## config.mk

```make
export PLATFORM = sky130hd
export DESIGN_NAME = chirq_ctl
export DESIGN_NICKNAME = d
export VERILOG_FILES = /design/src/core/chirq_pkg.sv /design/src/core/chirq_ctl.sv
export SDC_FILE = /design/constraint.sdc
export NUM_CORES = 1
export LEC_CHECK = 0
export ABC_AREA = 1
export BUFFER_PORTS_ARGS = -buffer_cell sky130_fd_sc_hd__buf_2
export CORE_ASPECT_RATIO = 0.75
export CORE_MARGIN = 2
export CORE_UTILIZATION = 50
export CTS_CLUSTER_SIZE = 40
export DETAILED_ROUTE_END_ITERATION = 10
export GPL_TIMING_DRIVEN = 0
export PLACE_DENSITY_LB_ADDON = 0.08
export SLEW_MARGIN = 20
export SYNTH_ARGS = -nofsm -noshare
export SYNTH_HDL_FRONTEND = slang
export SYNTH_SLANG_ARGS = --single-unit
export TNS_END_PERCENT = 1
```

## constraint.sdc

```tcl
create_clock -name pclk -period 5.3 [get_ports pclk]
set_input_delay 0.265 -clock pclk [delete_from_list [all_inputs] [get_ports pclk]]
set_output_delay 0.265 -clock pclk [all_outputs]
set_load 0.02 [all_outputs]
```

## src/core/chirq_pkg.sv

```systemverilog
// Package for the channel interrupt indicator and mode control block.
// Assumes a 32-bit APB slave; offsets are register indices (word = 4*idx).
package chirq_pkg;

	// ----------------------------------------------------------------
	// Geometry
	// ----------------------------------------------------------------
	localparam int NUM_CHAN = 3;
	localparam int NUM_SRC = 5;
	localparam int BYTE_W = 8;

	// ----------------------------------------------------------------
	// Register indices (printed offsets; byte address is four times)
	// ----------------------------------------------------------------
	localparam logic [15:0] IDX_TOPOLOGY_CONTROL_HI = 16'h0100;
	localparam logic [15:0] IDX_MODE_CONTROL_LO = 16'h0103;
	localparam logic [15:0] IDX_PATH_CHANNEL_IRQ_INDICATOR = 16'h0120;
	localparam logic [15:0] IDX_RX_CELL_CHAN_IND = 16'h0128;
	localparam logic [15:0] IDX_RX_PACKET_CHAN_IND = 16'h012a;
	localparam logic [15:0] IDX_TX_CELL_CHAN_IND = 16'h0127;
	localparam logic [15:0] IDX_CONCAT_PATH_IRQ_STATUS_2 = 16'h1189;
	localparam logic [15:0] IDX_CONCAT_PATH_IRQ_STATUS_1 = 16'h118a;
	localparam logic [15:0] IDX_CONCAT_PATH_IRQ_STATUS_0 = 16'h118b;
	// Low three hex digits of channel-indexed offsets; top digit is N + 1.
	localparam logic [11:0] SUB_RX_CELL_IRQ_STATUS_1 = 12'h70a;
	localparam logic [11:0] SUB_RX_CELL_IRQ_STATUS_0 = 12'h70b;
	localparam logic [11:0] SUB_CHAN_PATH_IRQ_STATUS_2 = 12'h189;
	localparam logic [11:0] SUB_CHAN_PATH_IRQ_STATUS_1 = 12'h18a;
	localparam logic [11:0] SUB_CHAN_PATH_IRQ_STATUS_0 = 12'h18b;
	localparam logic [11:0] SUB_TX_CELL_IRQ_STATUS = 12'hf0b;
	localparam logic [3:0] CHAN_DIGIT_MIN = 4'h1;
	localparam logic [3:0] CHAN_DIGIT_MAX = 4'h3;
	// Own registers: source enables and top-level interrupt status/mask.
	localparam logic [15:0] IDX_BLOCK_IRQ_ENABLE = 16'h0200;
	localparam logic [15:0] IDX_SRC_ENABLE_BASE = 16'h0210;
	localparam logic [15:0] IDX_BLOCK_IRQ_STATUS = 16'h0201;

	// ----------------------------------------------------------------
	// Field positions and reset values
	// ----------------------------------------------------------------
	localparam int TOPO_LSB = 0;
	localparam int DUAL_BUS_BIT = 3;
	localparam int KIND_LSB = 4;
	localparam logic [7:0] TOPO_WMASK = 8'hfb;
	localparam logic [7:0] MODE_WMASK = 8'hc5;
	localparam int TX_PLL_OFF_BIT = 7;
	localparam int RX_PLL_OFF_BIT = 6;
	localparam int PKT_SEL_BIT = 2;
	localparam int SOFT_RESET_BIT = 0;
	localparam int CONCAT_IND_BIT = 4;
	localparam logic [7:0] TOPO_RESET = 8'h00;
	localparam logic [7:0] MODE_RESET = 8'h00;
	localparam logic [7:0] BLK_EN_RESET = 8'h00;

	// Source slots within a channel: event inputs and enable registers.
	typedef enum logic [2:0] {
		SRC_PATH2 = 3'h0,
		SRC_PATH1 = 3'h1,
		SRC_PATH0 = 3'h2,
		SRC_CELL1 = 3'h3,
		SRC_CELL0 = 3'h4
	} src_t;

	typedef enum logic [1:0] {
		TOPO_CONCAT_PLUS_DS3 = 2'h1,
		TOPO_STS1_X3 = 2'h0,
		TOPO_DS3_X3 = 2'h3
	} topology_t;

	// Mode controls driven to the datapath.
	typedef struct packed {
		logic [1:0] topology_select;
		logic [3:0] channel_kind_select;
		logic dual_bus;
		logic packet_or_cell_select;
		logic tx_pll_off;
		logic rx_pll_off;
		logic soft_reset_bit;
	} mode_ctl_t;

	// Per-channel source events: five bytes plus tx cell status.
	typedef struct packed {
		logic [NUM_SRC-1:0][BYTE_W-1:0] rx;
		logic [BYTE_W-1:0] tx_cell;
	} chan_evt_t;

endpackage : chirq_pkg

```

## src/core/chirq_ctl.sv

```systemverilog
// Channel interrupt indicators, source status and mode control over APB.
// Assumes event pulses come from logic on pclk; one active-low irq out.
`timescale 1ns/1ps
`default_nettype none

module chirq_ctl
	import chirq_pkg::*;
(
	input wire logic pclk, // APB clock
	input wire logic presetn, // Async reset, active low
	input wire logic psel, // APB select
	input wire logic penable, // APB access phase
	input wire logic pwrite, // APB direction
	input wire logic [31:0] paddr, // APB byte address
	input wire logic [31:0] pwdata, // APB write data
	output logic pready, // APB ready
	output logic [31:0] prdata, // APB read data
	output logic pslverr, // APB error on unmapped address
	input wire chirq_pkg::chan_evt_t [chirq_pkg::NUM_CHAN-1:0] chan_evt, // Event pulses per channel
	input wire logic [chirq_pkg::BYTE_W-1:0] concat_evt_2, // Concat path events 2
	input wire logic [chirq_pkg::BYTE_W-1:0] concat_evt_1, // Concat path events 1
	input wire logic [chirq_pkg::BYTE_W-1:0] concat_evt_0, // Concat path events 0
	output chirq_pkg::mode_ctl_t mode_ctl, // Mode controls to datapath
	output logic irq_n // Interrupt request, active low
);
	import chirq_pkg::*;

	// ----------------------------------------------------------------
	// Bus decode
	// ----------------------------------------------------------------
	logic [15:0] idx;
	logic acc, wr, rd, mapped;
	logic [BYTE_W-1:0] rdat;
	logic [NUM_CHAN-1:0] sel_chan;

	assign idx = paddr[17:2];
	assign acc = psel & penable;
	assign wr = acc & pwrite & mapped;
	assign rd = acc & ~pwrite & mapped;

	// Channel decode of a channel-indexed address; one-hot or zero.
	function automatic logic [NUM_CHAN-1:0] chan_hit(
		input logic [15:0] a,
		input logic [11:0] sub
	);
		logic [NUM_CHAN-1:0] h;
		h = '0;
		if (a[11:0] == sub && a[15:12] >= CHAN_DIGIT_MIN &&
			a[15:12] <= CHAN_DIGIT_MAX) begin
			h[2'(a[15:12] - CHAN_DIGIT_MIN)] = 1'b1;
		end
		return h;
	endfunction

	// ----------------------------------------------------------------
	// Control registers
	// ----------------------------------------------------------------
	logic [7:0] topo_q, mode_q, blk_en_q;
	logic [NUM_CHAN-1:0][NUM_SRC:0][7:0] src_en_q;
	logic [2:0][7:0] concat_en_q;

	always_ff @(posedge pclk or negedge presetn) begin
		if (!presetn) begin
			topo_q <= TOPO_RESET;
			mode_q <= MODE_RESET;
		end else if (wr && idx == IDX_TOPOLOGY_CONTROL_HI) begin
			topo_q <= pwdata[7:0] & TOPO_WMASK;
		end else if (wr && idx == IDX_MODE_CONTROL_LO) begin
			mode_q <= pwdata[7:0] & MODE_WMASK;
		end
	end

	always_ff @(posedge pclk or negedge presetn) begin
		if (!presetn) begin
			blk_en_q <= BLK_EN_RESET;
			src_en_q <= '0;
			concat_en_q <= '0;
		end else if (wr) begin
			if (idx == IDX_BLOCK_IRQ_ENABLE) begin
				blk_en_q <= pwdata[7:0];
			end
			for (int c = 0; c < NUM_CHAN; c++) begin
				for (int s = 0; s <= NUM_SRC; s++) begin
					if (idx == IDX_SRC_ENABLE_BASE + 16'(c * 8 + s)) begin
						src_en_q[c][s] <= pwdata[7:0];
					end
				end
			end
			for (int b = 0; b < 3; b++) begin
				if (idx == IDX_SRC_ENABLE_BASE + 16'(NUM_CHAN * 8 + b)) begin
					concat_en_q[b] <= pwdata[7:0];
				end
			end
		end
	end

	always_comb begin
		mode_ctl.topology_select = topo_q[TOPO_LSB +: 2];
		mode_ctl.channel_kind_select = topo_q[KIND_LSB +: 4];
		mode_ctl.dual_bus = topo_q[DUAL_BUS_BIT];
		mode_ctl.packet_or_cell_select = mode_q[PKT_SEL_BIT];
		mode_ctl.tx_pll_off = mode_q[TX_PLL_OFF_BIT];
		mode_ctl.rx_pll_off = mode_q[RX_PLL_OFF_BIT];
		mode_ctl.soft_reset_bit = mode_q[SOFT_RESET_BIT];
	end

	// ----------------------------------------------------------------
	// Sticky source status, cleared by read; a new event wins.
	// ----------------------------------------------------------------
	logic [NUM_CHAN-1:0][NUM_SRC:0][7:0] st_q;
	logic [2:0][7:0] concat_q;
	logic [NUM_CHAN-1:0] hit_c1, hit_c0, hit_p2, hit_p1, hit_p0, hit_tx;
	logic [NUM_CHAN-1:0][NUM_SRC:0] hit_slot;
	logic concat_map;
	logic [NUM_CHAN-1:0] chan0_mask;

	// Channel 0 path bytes share their addresses with the concat path;
	// the topology decides which of the two a read reaches and clears.
	assign concat_map = (topo_q[TOPO_LSB +: 2] == TOPO_CONCAT_PLUS_DS3);
	assign chan0_mask = ~{{(NUM_CHAN-1){1'b0}}, concat_map};

	assign hit_c1 = chan_hit(idx, SUB_RX_CELL_IRQ_STATUS_1);
	assign hit_c0 = chan_hit(idx, SUB_RX_CELL_IRQ_STATUS_0);
	assign hit_p2 = chan_hit(idx, SUB_CHAN_PATH_IRQ_STATUS_2) &
		chan0_mask;
	assign hit_p1 = chan_hit(idx, SUB_CHAN_PATH_IRQ_STATUS_1) &
		chan0_mask;
	assign hit_p0 = chan_hit(idx, SUB_CHAN_PATH_IRQ_STATUS_0) &
		chan0_mask;
	assign hit_tx = chan_hit(idx, SUB_TX_CELL_IRQ_STATUS);

	// Which status byte of a channel a read addresses, slot NUM_SRC = tx.
	function automatic logic [NUM_SRC:0] slot_hit(input int c);
		logic [NUM_SRC:0] h;
		h = '0;
		h[SRC_PATH2] = hit_p2[c];
		h[SRC_PATH1] = hit_p1[c];
		h[SRC_PATH0] = hit_p0[c];
		h[SRC_CELL1] = hit_c1[c];
		h[SRC_CELL0] = hit_c0[c];
		h[NUM_SRC] = hit_tx[c];
		return h;
	endfunction

	// A read clears only the bits that it reported, so an event that
	// lands between the setup and access edges is not lost.
	function automatic logic [BYTE_W-1:0] clr_bits(input logic hit);
		return (rd && hit) ? prdata[BYTE_W-1:0] : '0;
	endfunction

	always_comb begin
		for (int c = 0; c < NUM_CHAN; c++) begin
			hit_slot[c] = slot_hit(c);
		end
	end

	always_ff @(posedge pclk or negedge presetn) begin
		if (!presetn) begin
			st_q <= '0;
		end else begin
			for (int c = 0; c < NUM_CHAN; c++) begin
				for (int s = 0; s < NUM_SRC; s++) begin
					st_q[c][s] <= (st_q[c][s] &
						~clr_bits(hit_slot[c][s])) |
						chan_evt[c].rx[s];
				end
				st_q[c][NUM_SRC] <= (st_q[c][NUM_SRC] &
					~clr_bits(hit_slot[c][NUM_SRC])) |
					chan_evt[c].tx_cell;
			end
		end
	end

	always_ff @(posedge pclk or negedge presetn) begin
		if (!presetn) begin
			concat_q <= '0;
		end else begin
			concat_q[2] <= (concat_q[2] & ~clr_bits(concat_map &&
				idx == IDX_CONCAT_PATH_IRQ_STATUS_2)) |
				concat_evt_2;
			concat_q[1] <= (concat_q[1] & ~clr_bits(concat_map &&
				idx == IDX_CONCAT_PATH_IRQ_STATUS_1)) |
				concat_evt_1;
			concat_q[0] <= (concat_q[0] & ~clr_bits(concat_map &&
				idx == IDX_CONCAT_PATH_IRQ_STATUS_0)) |
				concat_evt_0;
		end
	end

	// ----------------------------------------------------------------
	// Channel indicators, one per functional block
	// ----------------------------------------------------------------
	logic [7:0] ind_path_q, ind_rxcell_q, ind_rxpkt_q, ind_txcell_q;
	logic [7:0] ind_path_d, ind_rxcell_d, ind_rxpkt_d, ind_txcell_d;

	always_comb begin
		ind_path_d = '0;
		ind_rxcell_d = '0;
		ind_rxpkt_d = '0;
		ind_txcell_d = '0;
		for (int c = 0; c < NUM_CHAN; c++) begin
			ind_path_d[c] = |(st_q[c][SRC_PATH2] & src_en_q[c][SRC_PATH2]) |
				|(st_q[c][SRC_PATH1] & src_en_q[c][SRC_PATH1]) |
				|(st_q[c][SRC_PATH0] & src_en_q[c][SRC_PATH0]);
			// Cell and packet status share a byte; mode picks the owner.
			ind_rxcell_d[c] = ~mode_q[PKT_SEL_BIT] &
				(|(st_q[c][SRC_CELL1] & src_en_q[c][SRC_CELL1]) |
				|(st_q[c][SRC_CELL0] & src_en_q[c][SRC_CELL0]));
			ind_rxpkt_d[c] = mode_q[PKT_SEL_BIT] &
				|(st_q[c][SRC_CELL0] & src_en_q[c][SRC_CELL0]);
			ind_txcell_d[c] = |(st_q[c][NUM_SRC] & src_en_q[c][NUM_SRC]);
		end
		// Concat path only exists in the concat-plus-DS3 topology.
		ind_path_d[CONCAT_IND_BIT] =
			(topo_q[TOPO_LSB +: 2] == TOPO_CONCAT_PLUS_DS3) &&
			|{concat_q[2] & concat_en_q[2], concat_q[1] & concat_en_q[1],
			concat_q[0] & concat_en_q[0]};
	end

	always_ff @(posedge pclk or negedge presetn) begin
		if (!presetn) begin
			ind_path_q <= '0;
			ind_rxcell_q <= '0;
			ind_rxpkt_q <= '0;
			ind_txcell_q <= '0;
		end else begin
			ind_path_q <= ind_path_d;
			ind_rxcell_q <= ind_rxcell_d;
			ind_rxpkt_q <= ind_rxpkt_d;
			ind_txcell_q <= ind_txcell_d;
		end
	end

	// ----------------------------------------------------------------
	// Block status and interrupt; status is live, so reads do not clear it.
	// ----------------------------------------------------------------
	logic [7:0] blk_st;
	assign blk_st = {4'h0, |ind_txcell_q, |ind_rxpkt_q, |ind_rxcell_q,
		|ind_path_q};
	assign irq_n = ~|(blk_st & blk_en_q);

	// ----------------------------------------------------------------
	// Read mux
	// ----------------------------------------------------------------
	always_comb begin
		rdat = '0;
		mapped = 1'b1;
		if (idx == IDX_TOPOLOGY_CONTROL_HI) rdat = topo_q;
		else if (idx == IDX_MODE_CONTROL_LO) rdat = mode_q;
		else if (idx == IDX_PATH_CHANNEL_IRQ_INDICATOR) rdat = ind_path_q;
		else if (idx == IDX_RX_CELL_CHAN_IND) rdat = ind_rxcell_q;
		else if (idx == IDX_RX_PACKET_CHAN_IND) rdat = ind_rxpkt_q;
		else if (idx == IDX_TX_CELL_CHAN_IND) rdat = ind_txcell_q;
		else if (concat_map && idx == IDX_CONCAT_PATH_IRQ_STATUS_2)
			rdat = concat_q[2];
		else if (concat_map && idx == IDX_CONCAT_PATH_IRQ_STATUS_1)
			rdat = concat_q[1];
		else if (concat_map && idx == IDX_CONCAT_PATH_IRQ_STATUS_0)
			rdat = concat_q[0];
		else if (idx == IDX_BLOCK_IRQ_ENABLE) rdat = blk_en_q;
		else if (idx == IDX_BLOCK_IRQ_STATUS) rdat = blk_st;
		else begin
			mapped = 1'b0;
			for (int c = 0; c < NUM_CHAN; c++) begin
				for (int s = 0; s <= NUM_SRC; s++) begin
					if (hit_slot[c][s]) begin
						rdat = st_q[c][s];
						mapped = 1'b1;
					end
					if (idx == IDX_SRC_ENABLE_BASE + 16'(c * 8 + s)) begin
						rdat = src_en_q[c][s];
						mapped = 1'b1;
					end
				end
			end
			for (int b = 0; b < 3; b++) begin
				if (idx == IDX_SRC_ENABLE_BASE + 16'(NUM_CHAN * 8 + b)) begin
					rdat = concat_en_q[b];
					mapped = 1'b1;
				end
			end
		end
	end

	assign pready = 1'b1;
	assign pslverr = acc & ~mapped;

	always_ff @(posedge pclk or negedge presetn) begin
		if (!presetn) begin
			prdata <= '0;
		end else if (psel && !penable && !pwrite) begin
			prdata <= {24'h000000, rdat};
		end
	end

endmodule // chirq_ctl

`default_nettype wire

```

== Yosys cells after proc, flatten, opt, wreduce, memory -nomap -nowiden ==
Index checks and enable logic that the tools add are counted.

* Shift-type cells: 0
* Multiplexer cells: 129
* Reduce and logical (&&, ||, !) cells: 92
* Order comparisons: 4
* Eq/ne operators: 39
* Multiply operators: 0
* Add/sub/neg operators: 1
* Bitwise gates (word level): 114
* Div/mod/pow operators: 0

{| class="wikitable"
|+ Operator list
! kind !! number
|-
| 2-to-1 mux 8 bit || 71
|-
| == test 16 x 10 -> 1 bit, second input constant || 23
|-
| bitwise AND 8 bit || 42
|-
| inverter 8 bit || 21
|-
| OR 8 bit || 21
|-
| OR reduction 8 bit || 19
|-
| == test 16 x 9 -> 1 bit, second input constant || 6
|-
| 2-to-1 mux 1 bit || 51
|-
| == test 16 x 13 -> 1 bit, second input constant || 3
|-
| AND reduction 2 bit || 23
|-
| logical AND 1 bit || 42
|-
| == test 12 x 9 -> 1 bit, second input constant || 3
|-
| == test 12 x 11 -> 1 bit, second input constant || 2
|-
| OR reduction 24 bit || 1
|-
| 2-to-1 mux 3 bit || 6
|-
| bitwise AND 1 bit || 12
|-
| == test 12 bit, second input constant || 1
|-
| bitwise AND 3 bit || 3
|-
| OR 1 bit || 9
|-
| OR reduction 3 bit || 3
|-
| bitwise AND 4 x 8 -> 8 bit || 1
|-
| >= comparator 4 x 1 -> 1 bit, second input constant || 1
|-
| <= comparator 4 x 2 -> 1 bit, second input constant || 1
|-
| inverter 1 bit || 4
|-
| other kinds (8) || 10
|}

* Latch bits: 0
* Bits in read-only memories: 0
* Memories kept: 0
* Input port bits: 237
* Memory bits (writable): 0
* Register bits after elaboration: 376
* Output and inout bits: 46

== Longest topological paths before layout ==
* Word-level depth: 63
* Depth in mapped cells: 37
* Gate-level depth less buffers: 37

== Least setup slack after synthesis ==
Ideal clock, no wire load.

* Path kind: register to register
* Start point: reg topo_q[0]
* End point: reg prdata[5]
* Cell stages (with the launch flop): 34
* Data arrival time: 3.091 ns
* Setup slack: 2.088 ns
* Clock period less this slack: 3.212 ns
* Setup time: 0.120 ns
* Path buffers: 0
* Path through: dfrtp_1 -> inv_1 -> nor2_1 -> nor2_1 -> inv_1 -> nor2_1 -> nand2_1 -> nand4_1 -> a21oi_1 -> nand4_1 -> a21oi_1 -> nand4_1 -> a21oi_1 -> nand3_1 -> a21oi_1 -> nand4_1 -> a21oi_1 -> nand4_1 -> nor2_1 -> nand4_1 -> nor2_1 -> nand4_1 -> nand2_1 -> nand3_1 -> nor2_1 -> nand2_1 -> o21bai_1 -> nand2_1 -> nand2_1 -> nand3_1 -> nand2_1 -> nand2_1 -> nand2_1 -> a21boi_1

* Cells in the longest elaborated chain, start to end: 53

{| class="wikitable"
|+ Ends and longest elaborated chain
! what !! RTL line !! source
|-
| start: declaration || chirq_ctl.sv:58 || <nowiki>logic [7:0] topo_q, mode_q, blk_en_q;</nowiki>
|-
| start signal: assignment || chirq_ctl.sv:67 || <nowiki>topo_q <= pwdata[7:0] & TOPO_WMASK;</nowiki>
|-
| == test 2 x 1 -> 1 bit * || chirq_ctl.sv:119 || <nowiki>assign concat_map = (topo_q[TOPO_LSB +: 2] == TOPO_CONCAT_PLUS_DS3);</nowiki>
|-
| inverter 1 -> 3 bit || chirq_ctl.sv:120 || <nowiki>assign chan0_mask = ~{{(NUM_CHAN-1){1'b0}}, concat_map};</nowiki>
|-
| bitwise AND 3 bit || chirq_ctl.sv:124 || <nowiki>assign hit_p2 = chan_hit(idx, SUB_CHAN_PATH_IRQ_STATUS_2) &</nowiki>
|-
| 2-to-1 mux 8 bit || chirq_ctl.sv:266 || <nowiki>if (hit_slot[c][s]) begin</nowiki>
|-
| 2-to-1 mux 8 bit || chirq_ctl.sv:270 || <nowiki>if (idx == IDX_SRC_ENABLE_BASE + 16'(c * 8 + s)) begin</nowiki>
|-
| 2-to-1 mux 8 bit || chirq_ctl.sv:266 ||
|-
| 2-to-1 mux 8 bit || chirq_ctl.sv:270 ||
|-
| 2-to-1 mux 8 bit || chirq_ctl.sv:266 ||
|-
| [37 not listed] || n/a ||
|-
| 2-to-1 mux 8 bit || chirq_ctl.sv:256 || <nowiki>else if (concat_map && idx == IDX_CONCAT_PATH_IRQ_STATUS_1)</nowiki>
|-
| 2-to-1 mux 8 bit * || chirq_ctl.sv:254 || <nowiki>else if (concat_map && idx == IDX_CONCAT_PATH_IRQ_STATUS_2)</nowiki>
|-
| 2-to-1 mux 8 bit * || chirq_ctl.sv:253 || <nowiki>else if (idx == IDX_TX_CELL_CHAN_IND) rdat = ind_txcell_q;</nowiki>
|-
| 2-to-1 mux 8 bit * || chirq_ctl.sv:252 || <nowiki>else if (idx == IDX_RX_PACKET_CHAN_IND) rdat = ind_rxpkt_q;</nowiki>
|-
| 2-to-1 mux 8 bit * || chirq_ctl.sv:251 || <nowiki>else if (idx == IDX_RX_CELL_CHAN_IND) rdat = ind_rxcell_q;</nowiki>
|-
| 2-to-1 mux 8 bit * || chirq_ctl.sv:250 || <nowiki>else if (idx == IDX_PATH_CHANNEL_IRQ_INDICATOR) rdat = ind_path_q;</nowiki>
|-
| 2-to-1 mux 8 bit * || chirq_ctl.sv:249 || <nowiki>else if (idx == IDX_MODE_CONTROL_LO) rdat = mode_q;</nowiki>
|-
| 2-to-1 mux 8 bit * || chirq_ctl.sv:248 || <nowiki>if (idx == IDX_TOPOLOGY_CONTROL_HI) rdat = topo_q;</nowiki>
|-
| end signal: assignment || chirq_ctl.sv:292 || <nowiki>prdata <= {24'h000000, rdat};</nowiki>
|-
| end: declaration || chirq_ctl.sv:17 || <nowiki>output logic [31:0] prdata,</nowiki>
|}

Every way passes the cells marked *; elsewhere a longest branch is shown, timed or not.
A chain may end at the register's enable or synchronous reset.

== Worst setup path in the final report ==
* Start point: reg topo_q[0]
* End point: reg prdata[6]

Same word-level chain as after synthesis.

==> qor.csv <==
metric,value,unit
synth_mux_area_frac,0,
whs,95.85,ps
yosys-top-cells-area,"dfrtp_1, nand2_1, o21ai_0",
clock_skew,25.32,ps
final-setup-viol-count,0,
yosysMostFrequentCell,nand2_1,
synth_top_family_by_area,simple AND/OR/NAND/NOR gates,
p_leak,0.01112,uW
drt-pass1-iter-count,8,
cts_tree,built,
switching_share,0.2478,
grtUsageTotal,0.3946,
clk_latency,560,ps
ys_warn_count,0,
coreArea,37320,sq um
synth_compound_area_frac,0.1483,
synth_xor_area_frac,0,
grt_max_degree,98,
rows,61,
cp_num_buf_inv,2,
hold_viol_final,0,
clockRootBuffer,clkbuf_16,
synth_edf_count,0,
synth-simple-area-share,0.2739,
io_pins,283,
drtIter0Drc,2713,
placed_area,21010,sq um
start_kind,register,
cts_sinks,376,
wl_per_cell,22.74,microns
final_area,24040,sq um
ys_types,44,
worstMarginPinSlew,1218,ps
fin_cells,3489,
cp_slowest_cell,dfrtp_1,
crit_arrival,5620,ps
grt_pass1_wl,118000,microns
p_int,4689,uW
comb_power_share,0.081,
synth-main-ff-cell,dfrtp_1,
async_reset_ff_frac,1.000,
rsz0062_at_grt,true,
synth.largest_area_cell,dfrtp_1,
clockBufferDepth,3,
seqPwrFrac,0.462,
post-route-util,0.6441,
ir_worst_vdd,0.0002487,V
first_global_vias,19296,
slew_headroom,0.1883,
outcome,finished clean,
totalPowerFinal,6233,uW
post_synth_fa_ha_maj_area_fraction,0,
vias,20337,
yosysSeqAreaShare,0.4927,
wl,79330,microns
die_y,173.2,microns
netlist_area,19100,sq um
synth_top_area_frac,0.4927,
end_kind,register,
cap_violations,0,
grt_remaining_overflow,0,
cts_setup_buffers,0,
antenna_found_initial,4,
via_per_inst,5.829,
ant_nets,0,
ys_ff_latch,376,
period_share,0.9781,
nets,3190,
critPathMaxFanout,6,
max_stage_delay,480,ps
clkPwrFrac,0.457,
areaGrowthSynthToFinish,25.89,%
drive_gt1_frac,0.1224,
clk_pin_slew,60,ps
htreeDepth,2,
min_path_type,in -> reg,
fillers,3309,
path_class,reg -> reg,
power.density,259.3,nW/um^2
synth.avg_cell_area,7.638,sq um
synthCells,2500,
route.detailed.drc,0,
cp_top_family,simple AND/OR/NAND/NOR gates,
slew_violations,0,
ys_top_cells_by_count,"nand2_1, dfrtp_1, o21ai_0",
dieWidth,229.7,microns
dp_cells,3247,
fmax,192.9,MHz
die_area,39790,sq um
start_util,0.5116,
cts_made_buffers,39,
timing.final.crit_period,5184,ps
p_sw,1545,uW
place_congestion,1.011,
crit_required,5730,ps
port_buffers,217,
hpwlAfterDp,58050,microns
final timing paths:
check                            startpoint              end  slack, ps  cells past startpoint
worst max-delay path              topo_q[0]        prdata[6]        120                     29
worst min-delay path              pwdata[5]  concat_en_q[13]        100                      3
worst max register to register    topo_q[0]        prdata[6]        120                     29
worst min register to register  blk_en_q[4]      blk_en_q[4]        510                      2
max in group asynchronous           presetn         st_q[99]       3540                      4
min in group asynchronous           presetn         st_q[15]        310                      2
metrics by stage:
step	TNS, ps	setup slack (ps)
floorplan	0	2088
global placement	-1285190	-3471
detailed placement	-677.7	-364.0
CTS	0	72.12
global route	-126.1	-102.3
finish	0	116.0
cells in the final DEF (no fill, tap or decap), drive strengths merged:
cell type / Yosys / final
nand3: 36 / 36
clkinv: 2 / 12
nand2: 752 / 752
nor4b: 1 / 1
and2: 5 / 5
clkinvlp: 0 / 1
o21bai: 41 / 41
nor3b: 4 / 4
a211oi: 2 / 2
and3: 3 / 3
nor4: 22 / 22
inv: 302 / 305
o21ai: 326 / 326
a21boi: 2 / 2
nand4: 92 / 92
dfrtp: 376 / 376
a21oi: 28 / 28
a221oi: 32 / 32
or2: 8 / 8
clkbuf: 68 / 119
dlygate4sd3: 0 / 169
o2111ai: 2 / 2
nand3b: 3 / 3
or3: 1 / 1
a22o: 39 / 39
conb: 2 / 25
buf: 27 / 247
nor2: 254 / 254
a31oi: 4 / 4
nor3: 56 / 56
o22ai: 8 / 8
bufinv: 0 / 4
diode: 0 / 4
o211ai: 1 / 1
clkdlybuf4s15: 1 / 1
state kept, by name, indices dropped and copies added, names as in the netlist:
register	count
ind_rxcell_q	3
blk_en_q	8
topo_q	7
ind_txcell_q	3
ind_path_q	4
concat_en_q	24
concat_q	24
st_q	144
mode_q	4
src_en_q	144
ind_rxpkt_q	3
prdata	8
power by group through the flow:
stage	Sequential, uW	Combinational, uW	Clock, uW
4_1_cts	2880	490	2860
3_3_place_gp	2930	383	0
3_5_place_dp	2930	393	0
2_1_floorplan	2940	129	0
6_report	2880	504	2850
5_1_grt	2880	537	2980
worst reg2reg max path, delay by kind of cell (launching register included):
family,cells,cell delay [ps]
compound gates,2,580
buf+inv,2,320
flops,1,480
simple gates,25,3680
what timing repair did:
action / 4_1_cts / 5_1_grt
gates resized for setup: 1 / 9
hold endpoints to repair: 258 / 0
setup endpoints to repair: 1 / 5
hold buffers: 169 / 0
layer usage:
metal	vias to the layer above	share of wire	GRT usage
li1	9028	-	-
met1	9847	0.42	0.5654
met2	1267	0.43	0.5774
met3	187	0.12	0.1064
met4	8	0.035	0.1374
met5	-	0.00068	0
logic make-up after synthesis:
| logic type | after synthesis |
|---|---|
| flops | 376 |
| buf+inv | 400 |
| other cells | 2 |
| compound gates | 485 |
| simple gates | 1237 |
final cells by class:
class	count	area (sq um)	area share
Antenna cell	4	10.01	0.0004164
Tap cell	504	630.6	0.02623
Inverter	304	1141	0.04747
Multi-Input combinational cell	1747	8210	0.3415
Sequential cell	376	9409	0.3914
Clock buffer	51	1071	0.04455
Clock inverter	18	211.5	0.008796
Buffer	96	485.5	0.02019
Timing Repair Buffer	389	2870	0.1194
(Power assumes the default switching activity.)
